**src/core/mac_branch_defines.svh**
```systemverilog
// Constants for the multiply, divide and branch execution block
`ifndef MAC_BRANCH_DEFINES_SVH
`define MAC_BRANCH_DEFINES_SVH

// ----------------------------------------------------------------
// Opcodes
// ----------------------------------------------------------------
`define OP_SIGNED_MUL 6'h11
`define OP_SIGNED_MUL_NOWB 6'h12
`define OP_SIGNED_MAC_NOWB 6'h14
`define OP_UDIV 6'h15
`define OP_ABS_BRANCH 6'h34
`define OP_REL_BRANCH 6'h35

// ----------------------------------------------------------------
// Condition field bits
// ----------------------------------------------------------------
`define CC_Z_CLEAR 0
`define CC_Z_SET 1
`define CC_SEL_CLEAR 2
`define CC_SEL_SET 3
`define CC_SEL_NEG 4

// ----------------------------------------------------------------
// Timing, counted in clock edges after the operand read edge
// ----------------------------------------------------------------
`define DIV_STEPS 5'h10
`define DIV_BITS_PER_STEP 2

// ----------------------------------------------------------------
// APB register map
// ----------------------------------------------------------------
`define REG_CTRL 4'h0
`define REG_STATUS 4'h4
`define REG_ACC 4'h8
`define CTRL_EN_BIT 0
`define CTRL_RESET 1'h1
`define ST_BUSY 0
`define ST_Z 1
`define ST_N 2
`define ST_C 3
`define ST_MAC_PEND 4
`define ST_EXT_JUMP 5

`endif

```
**src/core/mac_branch_pkg.sv**
```systemverilog
// Types for the multiply, divide and branch execution block
package mac_branch_pkg;

  typedef enum logic [1:0] {
    ST_IDLE,
    ST_MUL,
    ST_DIV,
    ST_REL
  } exec_state_t;

endpackage

```
**src/core/mac_branch_exec.sv**
```systemverilog
// Multiply, multiply-accumulate, divide and branch execution unit with APB status
//
// Behaviour
// - Divide writes quotient at cycle 18
// - Unsigned 32-bit divide, flags kept
// - Signed 16x16 multiply into destination
// - Multiply flags: zero, negative, original bit31
// - Multiply reads cycle 1, writes cycle 3
// - No-writeback multiply sets flags and accumulator only
// - MAC adds product to accumulator
// - Write of the next instruction after MAC, or an outside write before it issues, takes accumulator
// - MAC and nowb multiply read cycle 1
// - Relative target: next address plus offset
// - Relative branch shares condition, keeps flags
// - Relative branch one cycle slower
// - Branches reliable only from internal RAM
// - Absolute branch to source register address
// - Condition bits ANDed over zero, N/C
`include "mac_branch_defines.svh"
`timescale 1ns/1ps
`default_nettype none

module mac_branch_exec (
  input wire logic pclk,
  input wire logic presetn,
  input wire logic psel,
  input wire logic penable,
  input wire logic pwrite,
  input wire logic [31:0] paddr,
  input wire logic [31:0] pwdata,
  output logic [31:0] prdata,
  output logic pready,
  output logic pslverr,
  input wire logic issue_valid,
  input wire logic [5:0] issue_opcode,
  input wire logic [4:0] src_field,
  input wire logic [4:0] dst_field,
  input wire logic [31:0] src_val,
  input wire logic [31:0] dst_val,
  input wire logic [31:0] next_pc,
  input wire logic fetch_internal,
  input wire logic arith_valid,
  input wire logic [31:0] arith_result,
  input wire logic arith_z,
  input wire logic arith_n,
  input wire logic arith_c,
  input wire logic ext_wr_valid,
  input wire logic [4:0] ext_wr_addr,
  input wire logic [31:0] ext_wr_data,
  output logic issue_ready,
  output logic reg_we,
  output logic [4:0] reg_waddr,
  output logic [31:0] reg_wdata,
  output logic flag_z,
  output logic flag_n,
  output logic flag_c,
  output logic branch_taken,
  output logic [31:0] branch_target
);

  // ----------------------------------------------------------------
  // State
  // ----------------------------------------------------------------
  mac_branch_pkg::exec_state_t state_q;
  logic [4:0] cnt_q;
  logic [5:0] op_q;
  logic [4:0] dst_idx_q;
  logic [31:0] prod_q;
  logic orig_b31_q;
  logic [31:0] acc_q;
  logic mac_pend_q;
  logic op_pend_q;
  logic [31:0] rem_q;
  logic [31:0] quo_q;
  logic [31:0] dvs_q;
  logic [31:0] rel_target_q;
  logic rel_cond_q;
  logic en_q;
  logic ext_jump_q;

  logic accept;
  logic [31:0] product;
  logic cond_ok;
  logic sel_flag;
  logic [31:0] rel_target;
  logic [31:0] rem_n;
  logic [31:0] quo_n;
  logic [32:0] trial;
  logic div_last;
  mac_branch_pkg::exec_state_t state_d;

  assign accept = issue_valid && issue_ready;
  assign product = 32'($signed(src_val[15:0]) * $signed(dst_val[15:0]));
  assign div_last = (state_q == mac_branch_pkg::ST_DIV) && (cnt_q == `DIV_STEPS);

  // ----------------------------------------------------------------
  // Condition and relative target
  // ----------------------------------------------------------------
  // ANDed condition test
  always_comb begin
    sel_flag = dst_field[`CC_SEL_NEG] ? flag_n : flag_c;
    cond_ok = 1'b1;
    if (dst_field[`CC_Z_CLEAR] && flag_z) begin
      cond_ok = 1'b0;
    end
    if (dst_field[`CC_Z_SET] && !flag_z) begin
      cond_ok = 1'b0;
    end
    if (dst_field[`CC_SEL_CLEAR] && sel_flag) begin
      cond_ok = 1'b0;
    end
    if (dst_field[`CC_SEL_SET] && !sel_flag) begin
      cond_ok = 1'b0;
    end
  end

  // Halfword offset, sign extended, scaled to bytes
  assign rel_target = next_pc + {{26{src_field[4]}}, src_field, 1'b0};

  // ----------------------------------------------------------------
  // Divider: two restoring steps per clock
  // ----------------------------------------------------------------
  // Unsigned restoring division
  always_comb begin
    rem_n = rem_q;
    quo_n = quo_q;
    trial = 33'h0;
    for (int i = 0; i < `DIV_BITS_PER_STEP; i++) begin
      trial = {rem_n, quo_n[31]} - {1'b0, dvs_q};
      if (!trial[32]) begin
        rem_n = trial[31:0];
        quo_n = {quo_n[30:0], 1'b1};
      end else begin
        rem_n = {rem_n[30:0], quo_n[31]};
        quo_n = {quo_n[30:0], 1'b0};
      end
    end
  end

  // ----------------------------------------------------------------
  // Sequencer
  // ----------------------------------------------------------------
  always_comb begin
    state_d = state_q;
    unique case (state_q)
      mac_branch_pkg::ST_IDLE: begin
        if (accept) begin
          unique case (issue_opcode)
            `OP_SIGNED_MUL, `OP_SIGNED_MUL_NOWB, `OP_SIGNED_MAC_NOWB: begin
              state_d = mac_branch_pkg::ST_MUL;
            end
            `OP_UDIV: begin
              state_d = mac_branch_pkg::ST_DIV;
            end
            `OP_REL_BRANCH: begin
              state_d = mac_branch_pkg::ST_REL;
            end
            default: begin
              state_d = mac_branch_pkg::ST_IDLE;
            end
          endcase
        end
      end
      mac_branch_pkg::ST_MUL: begin
        state_d = mac_branch_pkg::ST_IDLE;
      end
      mac_branch_pkg::ST_DIV: begin
        if (div_last) begin
          state_d = mac_branch_pkg::ST_IDLE;
        end
      end
      mac_branch_pkg::ST_REL: begin
        state_d = mac_branch_pkg::ST_IDLE;
      end
    endcase
  end

  always_ff @(posedge pclk or negedge presetn) begin
    if (!presetn) begin
      state_q <= mac_branch_pkg::ST_IDLE;
      issue_ready <= 1'b0;
    end else begin
      state_q <= state_d;
      issue_ready <= en_q && (state_d == mac_branch_pkg::ST_IDLE);
    end
  end

  // Operand capture on the read cycle
  // Operands read at cycle 1
  always_ff @(posedge pclk or negedge presetn) begin
    if (!presetn) begin
      op_q <= 6'h00;
      dst_idx_q <= 5'h00;
      prod_q <= 32'h0;
      orig_b31_q <= 1'b0;
      op_pend_q <= 1'b0;
      rel_target_q <= 32'h0;
      rel_cond_q <= 1'b0;
    end else if (accept) begin
      op_q <= issue_opcode;
      dst_idx_q <= dst_field;
      prod_q <= product;
      orig_b31_q <= dst_val[31];
      op_pend_q <= mac_pend_q;
      rel_target_q <= rel_target;
      rel_cond_q <= cond_ok;
    end
  end

  always_ff @(posedge pclk or negedge presetn) begin
    if (!presetn) begin
      cnt_q <= 5'h00;
      rem_q <= 32'h0;
      quo_q <= 32'h0;
      dvs_q <= 32'h0;
    end else if (accept && issue_opcode == `OP_UDIV) begin
      cnt_q <= 5'h01;
      rem_q <= 32'h0;
      quo_q <= dst_val;
      dvs_q <= src_val;
    end else if (state_q == mac_branch_pkg::ST_DIV) begin
      cnt_q <= cnt_q + 5'h01;
      rem_q <= rem_n;
      quo_q <= quo_n;
    end
  end

  // ----------------------------------------------------------------
  // Accumulator and hand-off flag
  // ----------------------------------------------------------------
  always_ff @(posedge pclk or negedge presetn) begin
    if (!presetn) begin
      acc_q <= 32'h0;
    end else if (state_q == mac_branch_pkg::ST_MUL) begin
      if (op_q == `OP_SIGNED_MAC_NOWB) begin
        acc_q <= acc_q + prod_q;
      end else begin
        acc_q <= prod_q;
      end
    end else if (arith_valid) begin
      acc_q <= arith_result;
    end
  end

  // Pending until the very next instruction is issued or an outside write arrives
  always_ff @(posedge pclk or negedge presetn) begin
    if (!presetn) begin
      mac_pend_q <= 1'b0;
    end else if (accept) begin
      mac_pend_q <= (issue_opcode == `OP_SIGNED_MAC_NOWB);
    end else if (ext_wr_valid) begin
      mac_pend_q <= 1'b0;
    end
  end

  // ----------------------------------------------------------------
  // Register write port
  // ----------------------------------------------------------------
  always_ff @(posedge pclk or negedge presetn) begin
    if (!presetn) begin
      reg_we <= 1'b0;
      reg_waddr <= 5'h00;
      reg_wdata <= 32'h0;
    end else if (state_q == mac_branch_pkg::ST_MUL && op_q == `OP_SIGNED_MUL) begin
      // Product lands at cycle 3; unless after a MAC
      reg_we <= 1'b1;
      reg_waddr <= dst_idx_q;
      reg_wdata <= op_pend_q ? acc_q : prod_q;
    end else if (div_last) begin
      // Quotient lands at cycle 18; same hand-off
      reg_we <= 1'b1;
      reg_waddr <= dst_idx_q;
      reg_wdata <= op_pend_q ? acc_q : quo_n;
    end else if (ext_wr_valid) begin
      reg_we <= 1'b1;
      reg_waddr <= ext_wr_addr;
      reg_wdata <= mac_pend_q ? acc_q : ext_wr_data;
    end else begin
      reg_we <= 1'b0;
    end
  end

  // ----------------------------------------------------------------
  // Flags
  // ----------------------------------------------------------------
  // Divide, MAC and both branches leave the flags alone
  always_ff @(posedge pclk or negedge presetn) begin
    if (!presetn) begin
      flag_z <= 1'b0;
      flag_n <= 1'b0;
      flag_c <= 1'b0;
    end else if (state_q == mac_branch_pkg::ST_MUL && op_q != `OP_SIGNED_MAC_NOWB) begin
      // Product flags, carry from old bit 31
      flag_z <= (prod_q == 32'h0);
      flag_n <= prod_q[31];
      flag_c <= orig_b31_q;
    end else if (arith_valid) begin
      flag_z <= arith_z;
      flag_n <= arith_n;
      flag_c <= arith_c;
    end
  end

  // ----------------------------------------------------------------
  // Branch outputs
  // ----------------------------------------------------------------
  always_ff @(posedge pclk or negedge presetn) begin
    if (!presetn) begin
      branch_taken <= 1'b0;
      branch_target <= 32'h0;
    end else if (accept && issue_opcode == `OP_ABS_BRANCH) begin
      // Absolute target from source; untaken falls through
      branch_taken <= cond_ok;
      branch_target <= src_val;
    end else if (state_q == mac_branch_pkg::ST_REL) begin
      branch_taken <= rel_cond_q;
      branch_target <= rel_target_q;
    end else begin
      branch_taken <= 1'b0;
    end
  end

  // External-memory branches still run, but software is told
  always_ff @(posedge pclk or negedge presetn) begin
    if (!presetn) begin
      ext_jump_q <= 1'b0;
    end else if (accept && !fetch_internal &&
                 (issue_opcode == `OP_ABS_BRANCH || issue_opcode == `OP_REL_BRANCH)) begin
      ext_jump_q <= 1'b1;
    end else if (psel && penable && pready && pwrite &&
                 paddr == {28'h0, `REG_STATUS} && pwdata[`ST_EXT_JUMP]) begin
      ext_jump_q <= 1'b0;
    end
  end

  // ----------------------------------------------------------------
  // APB slave
  // ----------------------------------------------------------------
  logic mapped;
  logic [31:0] rd_mux;

  assign mapped = (paddr[31:4] == 28'h0) &&
                  (paddr[3:0] == `REG_CTRL || paddr[3:0] == `REG_STATUS ||
                   paddr[3:0] == `REG_ACC);

  always_comb begin
    rd_mux = 32'h0;
    unique case (paddr[3:0])
      `REG_CTRL: begin
        rd_mux[`CTRL_EN_BIT] = en_q;
      end
      `REG_STATUS: begin
        rd_mux[`ST_BUSY] = (state_q != mac_branch_pkg::ST_IDLE);
        rd_mux[`ST_Z] = flag_z;
        rd_mux[`ST_N] = flag_n;
        rd_mux[`ST_C] = flag_c;
        rd_mux[`ST_MAC_PEND] = mac_pend_q;
        rd_mux[`ST_EXT_JUMP] = ext_jump_q;
      end
      `REG_ACC: begin
        rd_mux = acc_q;
      end
      default: begin
        rd_mux = 32'h0;
      end
    endcase
  end

  // One wait-free access phase: ready is raised at the end of setup
  always_ff @(posedge pclk or negedge presetn) begin
    if (!presetn) begin
      pready <= 1'b0;
      pslverr <= 1'b0;
      prdata <= 32'h0;
    end else if (psel && !penable) begin
      pready <= 1'b1;
      pslverr <= !mapped;
      prdata <= (mapped && !pwrite) ? rd_mux : 32'h0;
    end else begin
      pready <= 1'b0;
      pslverr <= 1'b0;
    end
  end

  always_ff @(posedge pclk or negedge presetn) begin
    if (!presetn) begin
      en_q <= `CTRL_RESET;
    end else if (psel && penable && pready && pwrite && paddr == {28'h0, `REG_CTRL}) begin
      en_q <= pwdata[`CTRL_EN_BIT];
    end
  end

endmodule

`default_nettype wire

```
**config.mk**
```make
export PLATFORM = sky130hd
export DESIGN_NAME = mac_branch_exec
export DESIGN_NICKNAME = d
export VERILOG_FILES = /design/src/core/mac_branch_pkg.sv /design/src/core/mac_branch_exec.sv
export VERILOG_INCLUDE_DIRS = /design/src /design/src/core
export SDC_FILE = /design/constraint.sdc
export NUM_CORES = 2
export LEC_CHECK = 0
export BUFFER_PORTS_ARGS = -buffer_cell sky130_fd_sc_hd__buf_4
export CELL_PAD_IN_SITES_DETAIL_PLACEMENT = 0
export CELL_PAD_IN_SITES_GLOBAL_PLACEMENT = 2
export CORE_MARGIN = 1.5
export CORE_UTILIZATION = 29
export CTS_CLUSTER_DIAMETER = 40
export DETAILED_ROUTE_END_ITERATION = 8
export PLACE_DENSITY = 0.7
export SETUP_SLACK_MARGIN = 0.05
export SYNTH_ARGS = -nofsm -noshare
export SYNTH_HDL_FRONTEND = slang
export SYNTH_SLANG_ARGS = --single-unit
```
**constraint.sdc**
```tcl
create_clock -name pclk -period 7.3 [get_ports pclk]
set_input_delay 0.73 -clock pclk [delete_from_list [all_inputs] [get_ports pclk]]
set_output_delay 0.73 -clock pclk [all_outputs]
set_load 0.02 [all_outputs]
```
==> flow_metrics.tcl <==
set metrics [dict create \
    outcome "complete, no violations" \
    cts-root-buf "clkbuf_16" \
    tritoncts "built" \
    drt-vias-per-instance 4.91 \
    rsz0062_at_grt "false" \
    dr.first_iter.drc_count 1265 \
    drcViolationCount 0 \
    skew_ns 0.0511 \
    worstPathMaxFanout 18 \
    wirelength_um 103000 \
    final_core_util 0.359 \
    leakagePower_nw 18.4 \
    setup_violations 0 \
    grt_start_max_net_pins 97 \
    ys_types 80 \
    clock_path_buffers 3 \
    ys_async_sr_fraction 1.00 \
    die-area_mm2 0.108 \
    synth_seq_area_share 0.264 \
    maxCapViolCount 0 \
    vdd_drop_max_mv 0.481 \
    syn-num-nets 4183 \
    synth_commonest_cells "nand2_1 (441), inv_1 (379), dfrtp_1 (324)" \
    clock_sinks 325 \
    fmax_mhz 149 \
    synth_edf_count 0 \
    core_region_area_mm2 0.105 \
    portBuffers 335 \
    slew_violations 0 \
    drt-wirelength-per-cell_um 19.7 \
    multi_input_area_mm2 0.0206 \
    max_stage_delay_ns 0.43 \
    min_path_type "in2async" \
    drive_gt1_frac 0.157 \
    tightest_slew_ns 1.13 \
    clock_latency_ns 0.66 \
    postRouteAntennaNets 0 \
    endpoint_kind "register" \
    synth_seq_cells 325 \
    grt_pass1_vias 26500 \
    fin_crit_sh 0.917 \
    cts_max_level 3 \
    die_w_um 329 \
    syn_to_final_growth_pct 22.7 \
    antenna_found_initial 5 \
    ios 366 \
    die_y_um 329 \
    powerDensity_mw_per_mm2 360 \
    register_area_mm2 0.00813 \
    cts_buffers 77 \
    cp_data_required_time_ns 7.80 \
    via_count 25600 \
    grt_pass1_wl_um 160000 \
    yosys.cell_count.top_type "nand2_1" \
    yosysTopAreaCell "dfrtp_1" \
    start_kind "register" \
    fp-row-count 119 \
    final.fill_count 11000 \
    maxSlewHeadroom 0.245 \
    netlist_top_cells_area "dfrtp_1 (26%), fa_1 (17%), ha_1 (8.5%)" \
    grt_overflow 0 \
    initial_core_util 0.292 \
    yosys_warnings 0 \
    synthFlopType "dfrtp_1" \
    criticalPathCategory "reg2reg" \
    gp_routability_congestion 0.843 \
    syn-cell-area_mm2 0.0308 \
    critPathSlowestCell "or3_1" \
    crit_arrival_ns 7.19 \
    nets 4481 \
    hold_viol 0 \
    fin_crit_ns 6.69 \
    fin_tns_setup_ns 0 \
    drtPass1Iterations 8 \
    synth_top_area_share 0.264 \
    grt_usage 0.191 \
    clkSlewWorstSetupHoldPaths_ns 0.05 \
    avgSynthCellArea_um2 8.91 \
    netlist_instances 3451 \
    whs_ns 0.0951 \
    hpwl_um 78700 \
]
-- kinds of logic (layout without fill, tap and decap cells) --
kind of cell / after synthesis / count (layout) / share of synthesized area
compound gates: 879 / 879 / 0.181
xor+xnor: 142 / 142 / 0.0404
fa+ha+maj: 475 / 475 / 0.258
buf+inv: 546 / 907 / 0.0675
flops: 325 / 325 / 0.264
mux: 142 / 142 / 0.0480
other cells: 0 / 2 / 0
simple gates: 942 / 942 / 0.140
-- cell usage in the layout (no fill, tap or decap), drive strengths merged, types with 48 or more instances in the layout --
master  instances
nor2          190
xnor2          85
buf           386
a31oi          48
mux2i         100
o21ai         262
ha            209
nand2         441
inv           387
fa            266
dfrtp         324
xor2           57
a21o           90
a21oi         210
and2          125
clkbuf         88
-- timing repair --
item                                    in CTS  in global routing
hold buffers                                 0                  0
setup buffers                                0                  0
gates resized for setup                      0                  4
endpoints found under the setup margin       0                 32
-- through the flow --
step	area, um^2	instances	power [mW]	worst slack, ns
3_3_place_gp	34900	5061	9.96	0.243
6_report	37700	5205	13.6	0.607
2_1_floorplan	30800	3451	7.75	0.463
5_1_grt	37700	5204	15.0	0.0931
3_5_place_dp	34900	5061	9.96	0.265
4_1_cts	37700	5203	13.8	0.295
-- routing by layer --
layer	vias up	global-route usage	wire, um
li1	12400	-	-
met1	12600	0.274	50700
met2	523	0.300	46000
met3	117	0.0272	4160
met4	6	0.0474	1840
met5	-	0	42
-- report_power, final --
| group | internal, mW | switching, mW |
|---|---|---|
| registers | 1.85 | 0.0448 |
| logic | 3.48 | 4.44 |
| clock network | 2.52 | 1.25 |
| total | 7.84 | 5.74 |
-- worst max-delay path: cells and delay by family, from the launching register on --
kind                       cells  cell delay, ns
and+or+nand+nor                6            1.35
muxes                          1            0.32
buffers and inverters          5            0.77
DFF                            1            0.38
AOI/OAI and AO/OA             10            2.31
xor gates and xnor gates       1            0.35
adders and majority gates      3            1.00
-- path summary, 6_finish.rpt --
check,from,end,slack (ns),depth (start not counted)
min in group pclk,fetch_internal,ext_jump_q$_DFFE_PN0P_,0.27,2
worst min-delay path,presetn,prdata[21]$_DFFE_PN0P_,0.1,1
max in group asynchronous,presetn,branch_target[23]$_DFFE_PN0P_,5.72,2
worst min register to register,dst_idx_q[3]$_DFFE_PN0P_,reg_waddr[3]$_DFFE_PN0P_,0.48,2
worst max-delay path,quo_q[31]$_DFFE_PN0P_,rem_q[24]$_DFFE_PN0P_,0.61,26
worst max register to register,quo_q[31]$_DFFE_PN0P_,rem_q[24]$_DFFE_PN0P_,0.61,26
-- layout make-up --
cell class | count | share of cell area
timing repair buffer | 386 | 0.0786
antenna | 2 | 0.000133
clock buffer | 88 | 0.0535
sequential | 325 | 0.215
clock inverter | 54 | 0.0218
multi-input combinational | 2580 | 0.547
inverter | 379 | 0.0377
tap | 1391 | 0.0461
-- flip-flops by register name, indices dropped and copies added, names as in the netlist, 32 cells and up --
signal / count
acc_q: 32
branch_target: 32
dvs_q: 32
prdata: 32
prod_q: 32
quo_q: 32
reg_wdata: 32
rel_target_q: 32
rem_q: 32
(Power assumes the default switching activity.)
